$ cat src/rtl/bxms_pkg.sv
// Constants, pin indices and mode type for the bus transceiver mode/status block
package bxms_pkg;
    // Clock
    localparam int CLK_PERIOD_NS = 50;
    // Detection and hold times in ns (plain defaults)
    localparam int T_ACT_NS = 100;
    localparam int T_IDLE_NS = 200;
    localparam int T_GTS_NS = 20000;
    // Least times round up, never below one cycle
    localparam int ACT_CYC = (T_ACT_NS + CLK_PERIOD_NS - 1) / CLK_PERIOD_NS;
    localparam int IDLE_CYC = (T_IDLE_NS + CLK_PERIOD_NS - 1) / CLK_PERIOD_NS;
    localparam int GTS_CYC = (T_GTS_NS + CLK_PERIOD_NS - 1) / CLK_PERIOD_NS;
    localparam int CNT_W = 16;
    // Synchronised pin vector layout
    localparam int NPIN = 11;
    localparam int P_AWAKE = 0;
    localparam int P_MODEB = 1;
    localparam int P_TXG = 2;
    localparam int P_GUARD = 3;
    localparam int P_ACT = 4;
    localparam int P_LOW = 5;
    localparam int P_HIGH = 6;
    localparam int P_LWAKE = 7;
    localparam int P_RWAKE = 8;
    localparam int P_ERR = 9;
    localparam int P_PWR = 10;
    // Reset levels mirror the pin pulls: tx gate high, rest low
    localparam logic [NPIN-1:0] PIN_RST = 11'h004;
    // Transmit FIFO shape
    localparam int FIFO_W = 1;
    localparam int FIFO_D = 16;
    // Operating modes
    typedef enum logic [2:0] {
        M_POWEROFF, M_STANDBY, M_GOTOSLEEP, M_SLEEP, M_RXONLY, M_NORMAL
    } bxms_mode_e;
endpackage

$ cat src/rtl/bxms_top.sv
// Mode control, activity detection, status pin and transmit gating of the transceiver
//
// Notes on behaviour
// - Six modes: normal, rx-only, three low-power, off
// - mode_ctrl_b active high, pulled low
// - tx_gate_n high disables transmitter, pulled up
// - guardian_gate low disables transmitter, pulled low
// - awake_request low selects a low-power mode
// - bus_activity_n low while bus activity recognised
// - Error reporting drives diag_flag_n low on error
// - Activity/idle detection only in normal-power modes
// - Activity held long enough: flag low, data released
// - Released data follows low/high thresholds
// - Idle held long enough: flag high, data high
// - Status pin function set by pins, not mode
// - awake_request low: status shows pending wake-up
// - Both pins high: status shows error alert
// - Rx-only after wake: low remote, high local
// - Rx-only from normal keeps reporting error
// - After normal reached, error status persists until low power
// - Status pin floats in power-off
// - Two pins decode the four host-selected modes
// - Sleep only after go-to-sleep held long enough
// - Low-power: activity and data low flag wake
`timescale 1ns/1ps

////////////////////////////////////////////////////////////////////////////////
// Small FIFO, registered ready on the filling side
module bxms_fifo #(
    parameter int W = 1,
    parameter int D = 16
) (
    // Clock and reset
    input wire logic clk,
    input wire logic rstn,
    // Fill side
    input wire logic [W-1:0] in_data,
    input wire logic in_valid,
    output logic in_ready,
    // Drain side
    output logic [W-1:0] out_data,
    output logic out_valid,
    input wire logic out_ready
);
    localparam int AW = $clog2(D);
    logic [W-1:0] mem [D];  // Storage
    logic [AW-1:0] wp_r, rp_r;
    logic [AW:0] cnt_r, cnt_nxt;
    logic push, pop;
    assign push = in_valid && in_ready;
    assign pop = out_valid && out_ready;
    assign cnt_nxt = cnt_r + (AW+1)'(push) - (AW+1)'(pop);
    assign out_valid = cnt_r != '0;
    assign out_data = mem[rp_r];
    // Storage writes carry no reset
    always_ff @(posedge clk) begin
        if (push) begin
            mem[wp_r] <= in_data;
        end
    end
    // Pointers; wrap relies on D being a power of two
    always_ff @(posedge clk) begin
        if (!rstn) begin
            wp_r <= '0;
            rp_r <= '0;
            cnt_r <= '0;
            in_ready <= 1'b0;
        end else begin
            wp_r <= wp_r + AW'(push);
            rp_r <= rp_r + AW'(pop);
            cnt_r <= cnt_nxt;
            in_ready <= cnt_nxt != (AW+1)'(D);
        end
    end
endmodule

////////////////////////////////////////////////////////////////////////////////
module bxms_top (
    // Clock and reset
    input wire logic clk,
    input wire logic rstn,
    // Host control pins
    input wire logic awake_request,
    input wire logic mode_ctrl_b,
    input wire logic tx_gate_n,
    input wire logic guardian_gate,
    // Transmit stream from host
    input wire logic [bxms_pkg::FIFO_W-1:0] tx_data,
    input wire logic tx_valid,
    output logic tx_ready,
    // Analog front-end results
    input wire logic bus_act_above,
    input wire logic bus_below_low,
    input wire logic bus_above_high,
    input wire logic local_wake_det,
    input wire logic remote_wake_det,
    input wire logic error_det,
    input wire logic power_ok,
    // Host-facing outputs
    output logic rx_bit_out,
    output logic bus_activity_n,
    output logic bus_activity_oe,
    output logic diag_flag_n,
    output logic diag_flag_oe,
    // Transmitter and mode
    output logic tx_drive_en,
    output logic [bxms_pkg::FIFO_W-1:0] tx_drive_data,
    output logic [2:0] mode_state
);
    import bxms_pkg::*;

    ////////////////////////////////////////////////////////////////////////////
    // Three-stage pin synchroniser; change taken when stages 2 and 3 agree
    logic [NPIN-1:0] raw, s1_r, s2_r, s3_r, pin_r, pin_nxt;
    assign raw = {power_ok, error_det, remote_wake_det, local_wake_det,
                  bus_above_high, bus_below_low, bus_act_above,
                  guardian_gate, tx_gate_n, mode_ctrl_b, awake_request};
    assign pin_nxt = (s2_r & s3_r) | (pin_r & (s2_r | s3_r));
    always_ff @(posedge clk) begin
        if (!rstn) begin
            s1_r <= PIN_RST;  // Pull levels
            s2_r <= PIN_RST;
            s3_r <= PIN_RST;
            pin_r <= PIN_RST;
        end else begin
            s1_r <= raw;
            s2_r <= s1_r;
            s3_r <= s2_r;
            pin_r <= pin_nxt;
        end
    end

    // Named views of the filtered pins
    wire awk = pin_r[P_AWAKE];
    wire mdb = pin_r[P_MODEB];
    wire wake_ev = pin_r[P_LWAKE] | pin_r[P_RWAKE];

    ////////////////////////////////////////////////////////////////////////////
    // Mode state
    bxms_mode_e mode_r, mode_nxt, pin_mode;
    logic [CNT_W-1:0] gts_cnt_r;
    logic gts_done;
    logic lowp, npow;
    // Host selection from the two pins
    assign pin_mode = awk ? (mdb ? M_NORMAL : M_RXONLY)
                          : (mdb ? M_GOTOSLEEP : M_STANDBY);
    assign gts_done = gts_cnt_r >= CNT_W'(GTS_CYC);
    assign lowp = mode_r == M_STANDBY || mode_r == M_GOTOSLEEP || mode_r == M_SLEEP;
    assign npow = mode_r == M_NORMAL || mode_r == M_RXONLY;

    // Next mode; power loss overrides everything
    always_comb begin
        mode_nxt = mode_r;
        case (mode_r)
            M_POWEROFF: mode_nxt = M_STANDBY;
            M_SLEEP: begin
                // Sleep is left by raising awake_request or by a wake-up
                if (awk) begin
                    mode_nxt = pin_mode;
                end else if (wake_ev) begin
                    mode_nxt = M_STANDBY;
                end
            end
            M_GOTOSLEEP: begin
                // Hold time must pass before Sleep
                if (pin_mode != M_GOTOSLEEP) begin
                    mode_nxt = pin_mode;
                end else if (gts_done) begin
                    mode_nxt = M_SLEEP;
                end
            end
            M_STANDBY, M_RXONLY, M_NORMAL: mode_nxt = pin_mode;
            default: mode_nxt = M_POWEROFF;
        endcase
        if (!pin_r[P_PWR]) begin
            mode_nxt = M_POWEROFF;
        end
    end

    // Mode register and go-to-sleep hold counter
    always_ff @(posedge clk) begin
        if (!rstn) begin
            mode_r <= M_POWEROFF;
            gts_cnt_r <= '0;
        end else begin
            mode_r <= mode_nxt;
            // Counter restarts whenever the combination lapses
            if (mode_r == M_GOTOSLEEP && pin_mode == M_GOTOSLEEP && !gts_done) begin
                gts_cnt_r <= gts_cnt_r + CNT_W'(1);
            end else if (mode_r != M_GOTOSLEEP || pin_mode != M_GOTOSLEEP) begin
                gts_cnt_r <= '0;
            end
        end
    end

    ////////////////////////////////////////////////////////////////////////////
    // Wake-up bookkeeping and status pin source
    logic wake_r, remote_r, errsel_r;
    logic wake_clr;
    // Wake flag clears on entering Sleep or on reaching Normal
    assign wake_clr = (mode_r == M_GOTOSLEEP && mode_nxt == M_SLEEP) || mode_r == M_NORMAL;
    always_ff @(posedge clk) begin
        if (!rstn) begin
            wake_r <= 1'b0;
            remote_r <= 1'b0;
            errsel_r <= 1'b0;
        end else begin
            // A low-power wake-up in the Sleep-entry clearing cycle still sets the flag
            if (lowp && wake_ev) begin
                wake_r <= 1'b1;
                remote_r <= pin_r[P_RWAKE];
            end else if (wake_clr) begin
                wake_r <= 1'b0;
                remote_r <= 1'b0;
            end
            // Normal reached: error reporting sticks until low power
            if (mode_r == M_NORMAL) begin
                errsel_r <= 1'b1;
            end else if (lowp) begin
                errsel_r <= 1'b0;
            end
        end
    end

    ////////////////////////////////////////////////////////////////////////////
    // Activity and idle qualification
    logic [CNT_W-1:0] act_cnt_r, idle_cnt_r;
    logic active_r;
    logic act_hit, idle_hit;
    wire above = pin_r[P_ACT];
    assign act_hit = npow && above && act_cnt_r == CNT_W'(ACT_CYC - 1);
    assign idle_hit = npow && !above && idle_cnt_r == CNT_W'(IDLE_CYC - 1);
    always_ff @(posedge clk) begin
        if (!rstn) begin
            act_cnt_r <= '0;
            idle_cnt_r <= '0;
            active_r <= 1'b0;
        end else begin
            // Each counter restarts once its condition lapses
            act_cnt_r <= (npow && above && !act_hit) ? act_cnt_r + CNT_W'(1) : '0;
            idle_cnt_r <= (npow && !above && !idle_hit) ? idle_cnt_r + CNT_W'(1) : '0;
            if (!npow) begin
                active_r <= 1'b0;
            end else if (act_hit) begin
                active_r <= 1'b1;
            end else if (idle_hit) begin
                active_r <= 1'b0;
            end
        end
    end

    ////////////////////////////////////////////////////////////////////////////
    // Output selection
    logic rx_nxt, act_n_nxt, diag_nxt, tx_en_nxt;
    logic [FIFO_W-1:0] fifo_q;
    logic fifo_v;
    wire bus_below_low_f = pin_r[P_LOW];
    wire bus_above_high_f = pin_r[P_HIGH];
    // Data follows thresholds only while activity stands; in low power it shows the wake flag, else held high
    assign rx_nxt = (mode_r == M_POWEROFF) ? 1'b1 :
                    lowp ? !wake_r :
                    !active_r ? 1'b1 :
                    bus_below_low_f ? 1'b0 :
                    bus_above_high_f ? 1'b1 : rx_bit_out;
    assign act_n_nxt = lowp ? !wake_r : !active_r;
    // Status source picked from the pins, not from the mode
    assign diag_nxt = !awk ? !wake_r :
                      mdb ? !pin_r[P_ERR] :
                      errsel_r ? !pin_r[P_ERR] : !remote_r;
    assign tx_en_nxt = mode_r == M_NORMAL && !pin_r[P_TXG] && pin_r[P_GUARD];

    // Transmit FIFO drains only while the transmitter may drive
    bxms_fifo #(.W(FIFO_W), .D(FIFO_D)) u_fifo (
        .clk(clk),
        .rstn(rstn),
        .in_data(tx_data),
        .in_valid(tx_valid),
        .in_ready(tx_ready),
        .out_data(fifo_q),
        .out_valid(fifo_v),
        .out_ready(tx_en_nxt)
    );

    // Registered outputs
    always_ff @(posedge clk) begin
        if (!rstn) begin
            rx_bit_out <= 1'b1;
            bus_activity_n <= 1'b1;
            bus_activity_oe <= 1'b0;
            diag_flag_n <= 1'b1;
            diag_flag_oe <= 1'b0;
            tx_drive_en <= 1'b0;
            tx_drive_data <= '1;
            mode_state <= 3'h0;
        end else begin
            rx_bit_out <= rx_nxt;
            bus_activity_n <= act_n_nxt;
            bus_activity_oe <= mode_r != M_POWEROFF;
            diag_flag_n <= diag_nxt;
            diag_flag_oe <= mode_r != M_POWEROFF;
            tx_drive_en <= tx_en_nxt && fifo_v;
            tx_drive_data <= fifo_v ? fifo_q : '1;
            mode_state <= mode_r;
        end
    end

    ////////////////////////////////////////////////////////////////////////////
    // Checks
    a_txg_blocks: assert property (@(posedge clk) disable iff (!rstn)
        pin_r[P_TXG] |=> !tx_drive_en) else $error("tx on with gate high");
    a_guard_blocks: assert property (@(posedge clk) disable iff (!rstn)
        !pin_r[P_GUARD] |=> !tx_drive_en) else $error("tx on with guard low");
    a_tx_mode_only: assert property (@(posedge clk) disable iff (!rstn)
        mode_r != M_NORMAL |=> !tx_drive_en) else $error("tx on outside normal");
    a_sleep_hold: assert property (@(posedge clk) disable iff (!rstn)
        (mode_r == M_GOTOSLEEP && mode_nxt == M_SLEEP) |-> gts_cnt_r == CNT_W'(GTS_CYC))
        else $error("sleep entered early");
    a_act_qual: assert property (@(posedge clk) disable iff (!rstn)
        $rose(active_r) |-> $past(act_cnt_r) == CNT_W'(ACT_CYC - 1) && $past(above))
        else $error("activity qualified early");
    a_idle_qual: assert property (@(posedge clk) disable iff (!rstn)
        ($fell(active_r) && $past(npow)) |-> $past(idle_cnt_r) == CNT_W'(IDLE_CYC - 1))
        else $error("idle qualified early");
    a_det_normal: assert property (@(posedge clk) disable iff (!rstn)
        !npow |=> !active_r) else $error("activity outside normal power");
    a_act_pin: assert property (@(posedge clk) disable iff (!rstn)
        npow |=> bus_activity_n == !$past(active_r)) else $error("activity pin wrong");
    a_off_float: assert property (@(posedge clk) disable iff (!rstn)
        mode_r == M_POWEROFF |=> !diag_flag_oe && !bus_activity_oe)
        else $error("status driven in power-off");
    a_err_alert: assert property (@(posedge clk) disable iff (!rstn)
        (awk && mdb) |=> diag_flag_n == !$past(pin_r[P_ERR])) else $error("error alert wrong");
    a_wake_report: assert property (@(posedge clk) disable iff (!rstn)
        !awk |=> diag_flag_n == !$past(wake_r)) else $error("wake report wrong");
    a_idle_rx_high: assert property (@(posedge clk) disable iff (!rstn)
        (npow && !active_r) |=> rx_bit_out) else $error("rx low while idle");
endmodule

$ cat config.mk
export PLATFORM = sky130hd
export DESIGN_NAME = bxms_top
export DESIGN_NICKNAME = d
export VERILOG_FILES = /design/src/rtl/bxms_pkg.sv /design/src/rtl/bxms_top.sv
export SDC_FILE = /design/constraint.sdc
export NUM_CORES = 1
export LEC_CHECK = 0
export BUFFER_PORTS_ARGS = -buffer_cell sky130_fd_sc_hd__buf_2
export CAP_MARGIN = 20
export CORE_MARGIN = 4
export CORE_UTILIZATION = 38
export DETAILED_ROUTE_END_ITERATION = 16
export SLEW_MARGIN = 0
export SYNTH_ARGS = -nofsm -noshare
export SYNTH_HDL_FRONTEND = slang
export SYNTH_SLANG_ARGS = --single-unit
$ cat constraint.sdc
create_clock -name clk -period 6 [get_ports clk]
set_input_delay 0.6 -clock clk [delete_from_list [all_inputs] [get_ports clk]]
set_output_delay 0.6 -clock clk [all_outputs]
set_load 0.02 [all_outputs]
==> results by group <==
STA
  – Skew final: ~0.0073 ns
  – Min Tclk post-route: about 2.9 ns
  – Max-slew violations: 0
  – RSZ-0062 raised after global routing: no
  – Sum Neg Setup Slack: 0 ns
  – Max frequency: 342 MHz
  – Relative slew slack: ~51%
  – Final setup fails: 0
  – Slew at the pin closest to its max-slew limit: about 0.74 ns
  – Hold_ws: approximately 0.38 ns
  – Final Hold Violating Endpoints: 0
  – Final Cycle Share: 48.7%

Yosys
  – Seq/Total Area, Yosys: about 54%
  – Yosys top cell by area: dfxtp_1
  – Post-synth top cells: 122 x dfxtp_1, 73 x nor2_1, 50 x and2_1
  – Ys Warns: 0
  – Synth Net Count: 571
  – Post-Syn Area per Cell: about 10 um2
  – Syn Std Cell Area: 5380 um2
  – Yosys cell types: 51
  – Yosys reg bits: approximately 140
  – Main synth FF type: dfxtp_1
  – EDFF count, synth: 16
  – Async SR Flop Fraction: 0%
  – Area contributors post-synth: dfxtp_1 45%, edfxtp_1 8.9%, and2_1 5.8%
  – Yosys top cell area share: 45.4%
  – Cell with the most instances after synthesis: dfxtp_1
  – Post-Synthesis Cells: approximately 540

Power and ir drop
  – Register share of total power: between 40% and 50%
  – Largest vdd supply drop: approximately 0.27 mV
  – P_leak: 2.24 nW
  – Power share of the combinational group: under 10%
  – Switching share of power: 22.9%
  – Internal: ~1.7 mW
  – Clk pwr share: ~49%
  – Power Density: approximately 350 nW/um2
  – Sw power: between 0.5 and 0.6 mW

Cells and area
  – Number of diodes: 0
  – Fin nets: about 600
  – Layout cells sized above 1: ~11%
  – Area Growth Syn to Fin: 16.8%
  – Non-Filler Instances: around 760
  – Post-route cell area: ~6300 um2

Global routing
  – GR peak layer: met2
  – Initial antenna violation count: 0
  – Largest net degree at the start of global routing: 55
  – Total grt overflow: 0
  – GRT met3 Usage: 4.26%
  – GRT Total Usage: about an eighth
  – GR met2 Demand/Resource: between 10% and 20%
  – M1 GR Usage: about 15%
  – Vias in the first global route: approximately 3600
  – First-pass GRT wire length: ~16 mm

Clocking
  – CTS Hold Bufs: 0
  – Clock buffer depth: 2
  – Post-CTS Setup Repair Bufs: 0
  – Clk slew on worst S/H paths: about 0.06 ns
  – CTS Sinks: about 140
  – Worst-Skew Late Latency: 0.41 ns
  – Post-cts gate resize count: 0
  – CTS tree: built
  – H-tree levels: 4
  – Root buf cell: clkbuf_16
  – CTS Buf Count: 17

Worst setup path
  – Crit-path slowest cell: dfxtp_1
  – Critical Setup Path Class: reg2reg
  – CP max stage delay: roughly 0.54 ns
  – Top cell by count, worst path: inv_1
  – Critical Path RT: roughly 6.3 ns
  – Worst setup path endpoint: u_fifo.in_ready$_SDFF_PN0_
  – Worst EP arrival: between 3 and 4 ns
  – CP Launch Type: register
  – Crit-path max FO: 13
  – CP Capture Type: register
  – CP startpoint: mode_r[2]$_SDFF_PN0_
  – Worst-case reg-to-reg path depth: 13
  – Worst r2r src: mode_r[2]$_SDFF_PN0_
  – Crit-path cells: nor2b_1, nand4b_1, nor2_1, ha_1, inv_1, ha_1, inv_1, fa_1, inv_1, a21oi_1, o21bai_1, xnor2_1, a31oi_1
  – R2R Path End: u_fifo.in_ready$_SDFF_PN0_
  – Worst reg2reg setup slack: 3.08 ns

Detailed routing
  – Drt drc: 0
  – Iter 0 DRT Violations: between 200 and 250
  – Vias per std cell: about 4.8
  – ANT nets after route: 0
  – DR WL/cell: 11.8 um
  – Pre-antenna DRT Iters: 4
  – Vias: 3645
  – Final WL: 8.96 mm

Placement
  – Dpl cells: just over 700
  – Final HPWL from detailed placement: ~6.1 mm
  – Placed inst area: around 5700 um2
  – Placer Congestion: between 0.7 and 0.8
  – PortBufs: 25

Die
  – Cell Rows: 43
  – Die ar.: 16100 um2
  – Die H: 127 um
  – Initial Util: around 39%
  – Die Wd: around 130 um
  – I/O pins: 26
  – Core Region: between 10000 and 15000 um2

Run status
  – Status: finished, final reports clean

Min path
  – Hold Crit Class: in2reg

Flow run
  – Max cap viols: 0
==> layout make-up <==
cell class	instances	area [um2]
Clock inverter	13	156
Sequential cell	138	2920
Fill cell	1362	7600
Multi-Input combinational cell	363	2310
Inverter	20	75.1
Timing Repair Buffer	25	125
Clock buffer	19	464
Tap cell	180	225
==> per-layer routing <==
metal  share of wire [%]  up-vias
li1                    -     1881
met2                  46       53
met4                 2.1        0
met3                 3.9       17
met5                   0        -
met1                  48     1694
==> worst max-delay path: cells and delay by family (launching register included) <==
family | cells | cell delay (ns)
xor gates and xnor gates | 1 | 0.15
and+or+nand+nor | 3 | 0.75
buffers and inverters | 3 | 0.20
DFF | 1 | 0.54
AOI/OAI and AO/OA | 3 | 0.30
adders and majority gates | 3 | 0.82
==> per-stage QoR <==
step           power (mW)  setup slack, ns  utilization (%)
2_1_floorplan        1.11             3.55                -
3_3_place_gp         1.14             3.24             40.8
3_5_place_dp         1.14             3.09             40.8
4_1_cts              2.22             3.09             45.2
5_1_grt              2.29             2.75             45.2
6_report             2.19             3.08             45.2
==> cell families (layout without fill, tap and decap cells) <==
group,Yosys count,count (layout),synth area share [%]
buffers and inverters,37,77,2.67
flip-flops,138,138,54.3
multiplexers,7,7,2.47
adder cells (fa/ha/maj),18,18,4.33
XOR/XNOR,40,40,6.51
AND/OR/NAND/NOR,240,240,23.2
AO/OA/AOI/OAI,58,58,6.51
==> state kept, by name, indices dropped and copies added, names as in the netlist, 4 cells and up <==
| signal | cells |
|---|---|
| act_cnt_r | 16 |
| gts_cnt_r | 16 |
| idle_cnt_r | 16 |
| pin_r | 11 |
| s1_r | 11 |
| s2_r | 11 |
| s3_r | 11 |
| u_fifo.cnt_r | 5 |
| u_fifo.mem | 16 |
| u_fifo.rp_r | 4 |
| u_fifo.wp_r | 4 |
==> power by group through the flow <==
stage	clock network [mW]	logic, mW	registers [mW]
finish	1.07	0.141	0.982
global route	1.14	0.164	0.986
CTS	1.09	0.143	0.982
detailed placement	0	0.141	1.00
global placement	0	0.137	1.00
floorplan	0	0.106	1.00
==> worst min-delay path by stage <==
stage | start | endpoint | cells past startpoint
6_report | tx_gate_n | s1_r[2]$_SDFF_PN1_ | 2
5_1_grt | guardian_gate | s1_r[3]$_SDFF_PN0_ | 2
4_1_cts | tx_gate_n | s1_r[2]$_SDFF_PN1_ | 2
3_5_place_dp | s1_r[2]$_SDFF_PN1_ | s2_r[2]$_SDFF_PN1_ | 1
3_3_place_gp | s1_r[2]$_SDFF_PN1_ | s2_r[2]$_SDFF_PN1_ | 1
2_1_floorplan | s1_r[2]$_SDFF_PN1_ | s2_r[2]$_SDFF_PN1_ | 1
==> layout by cell type (no fill, tap or decap), drive strengths merged, types with 18 or more instances in the layout <==
master	count
nand3	18
nand2	31
buf	25
nor2	73
and2	50
xnor2	23
a21oi	21
inv	25
dfxtp	122
o21ai	20
clkbuf	19
Note: power is estimated with default switching activity, not from simulation.
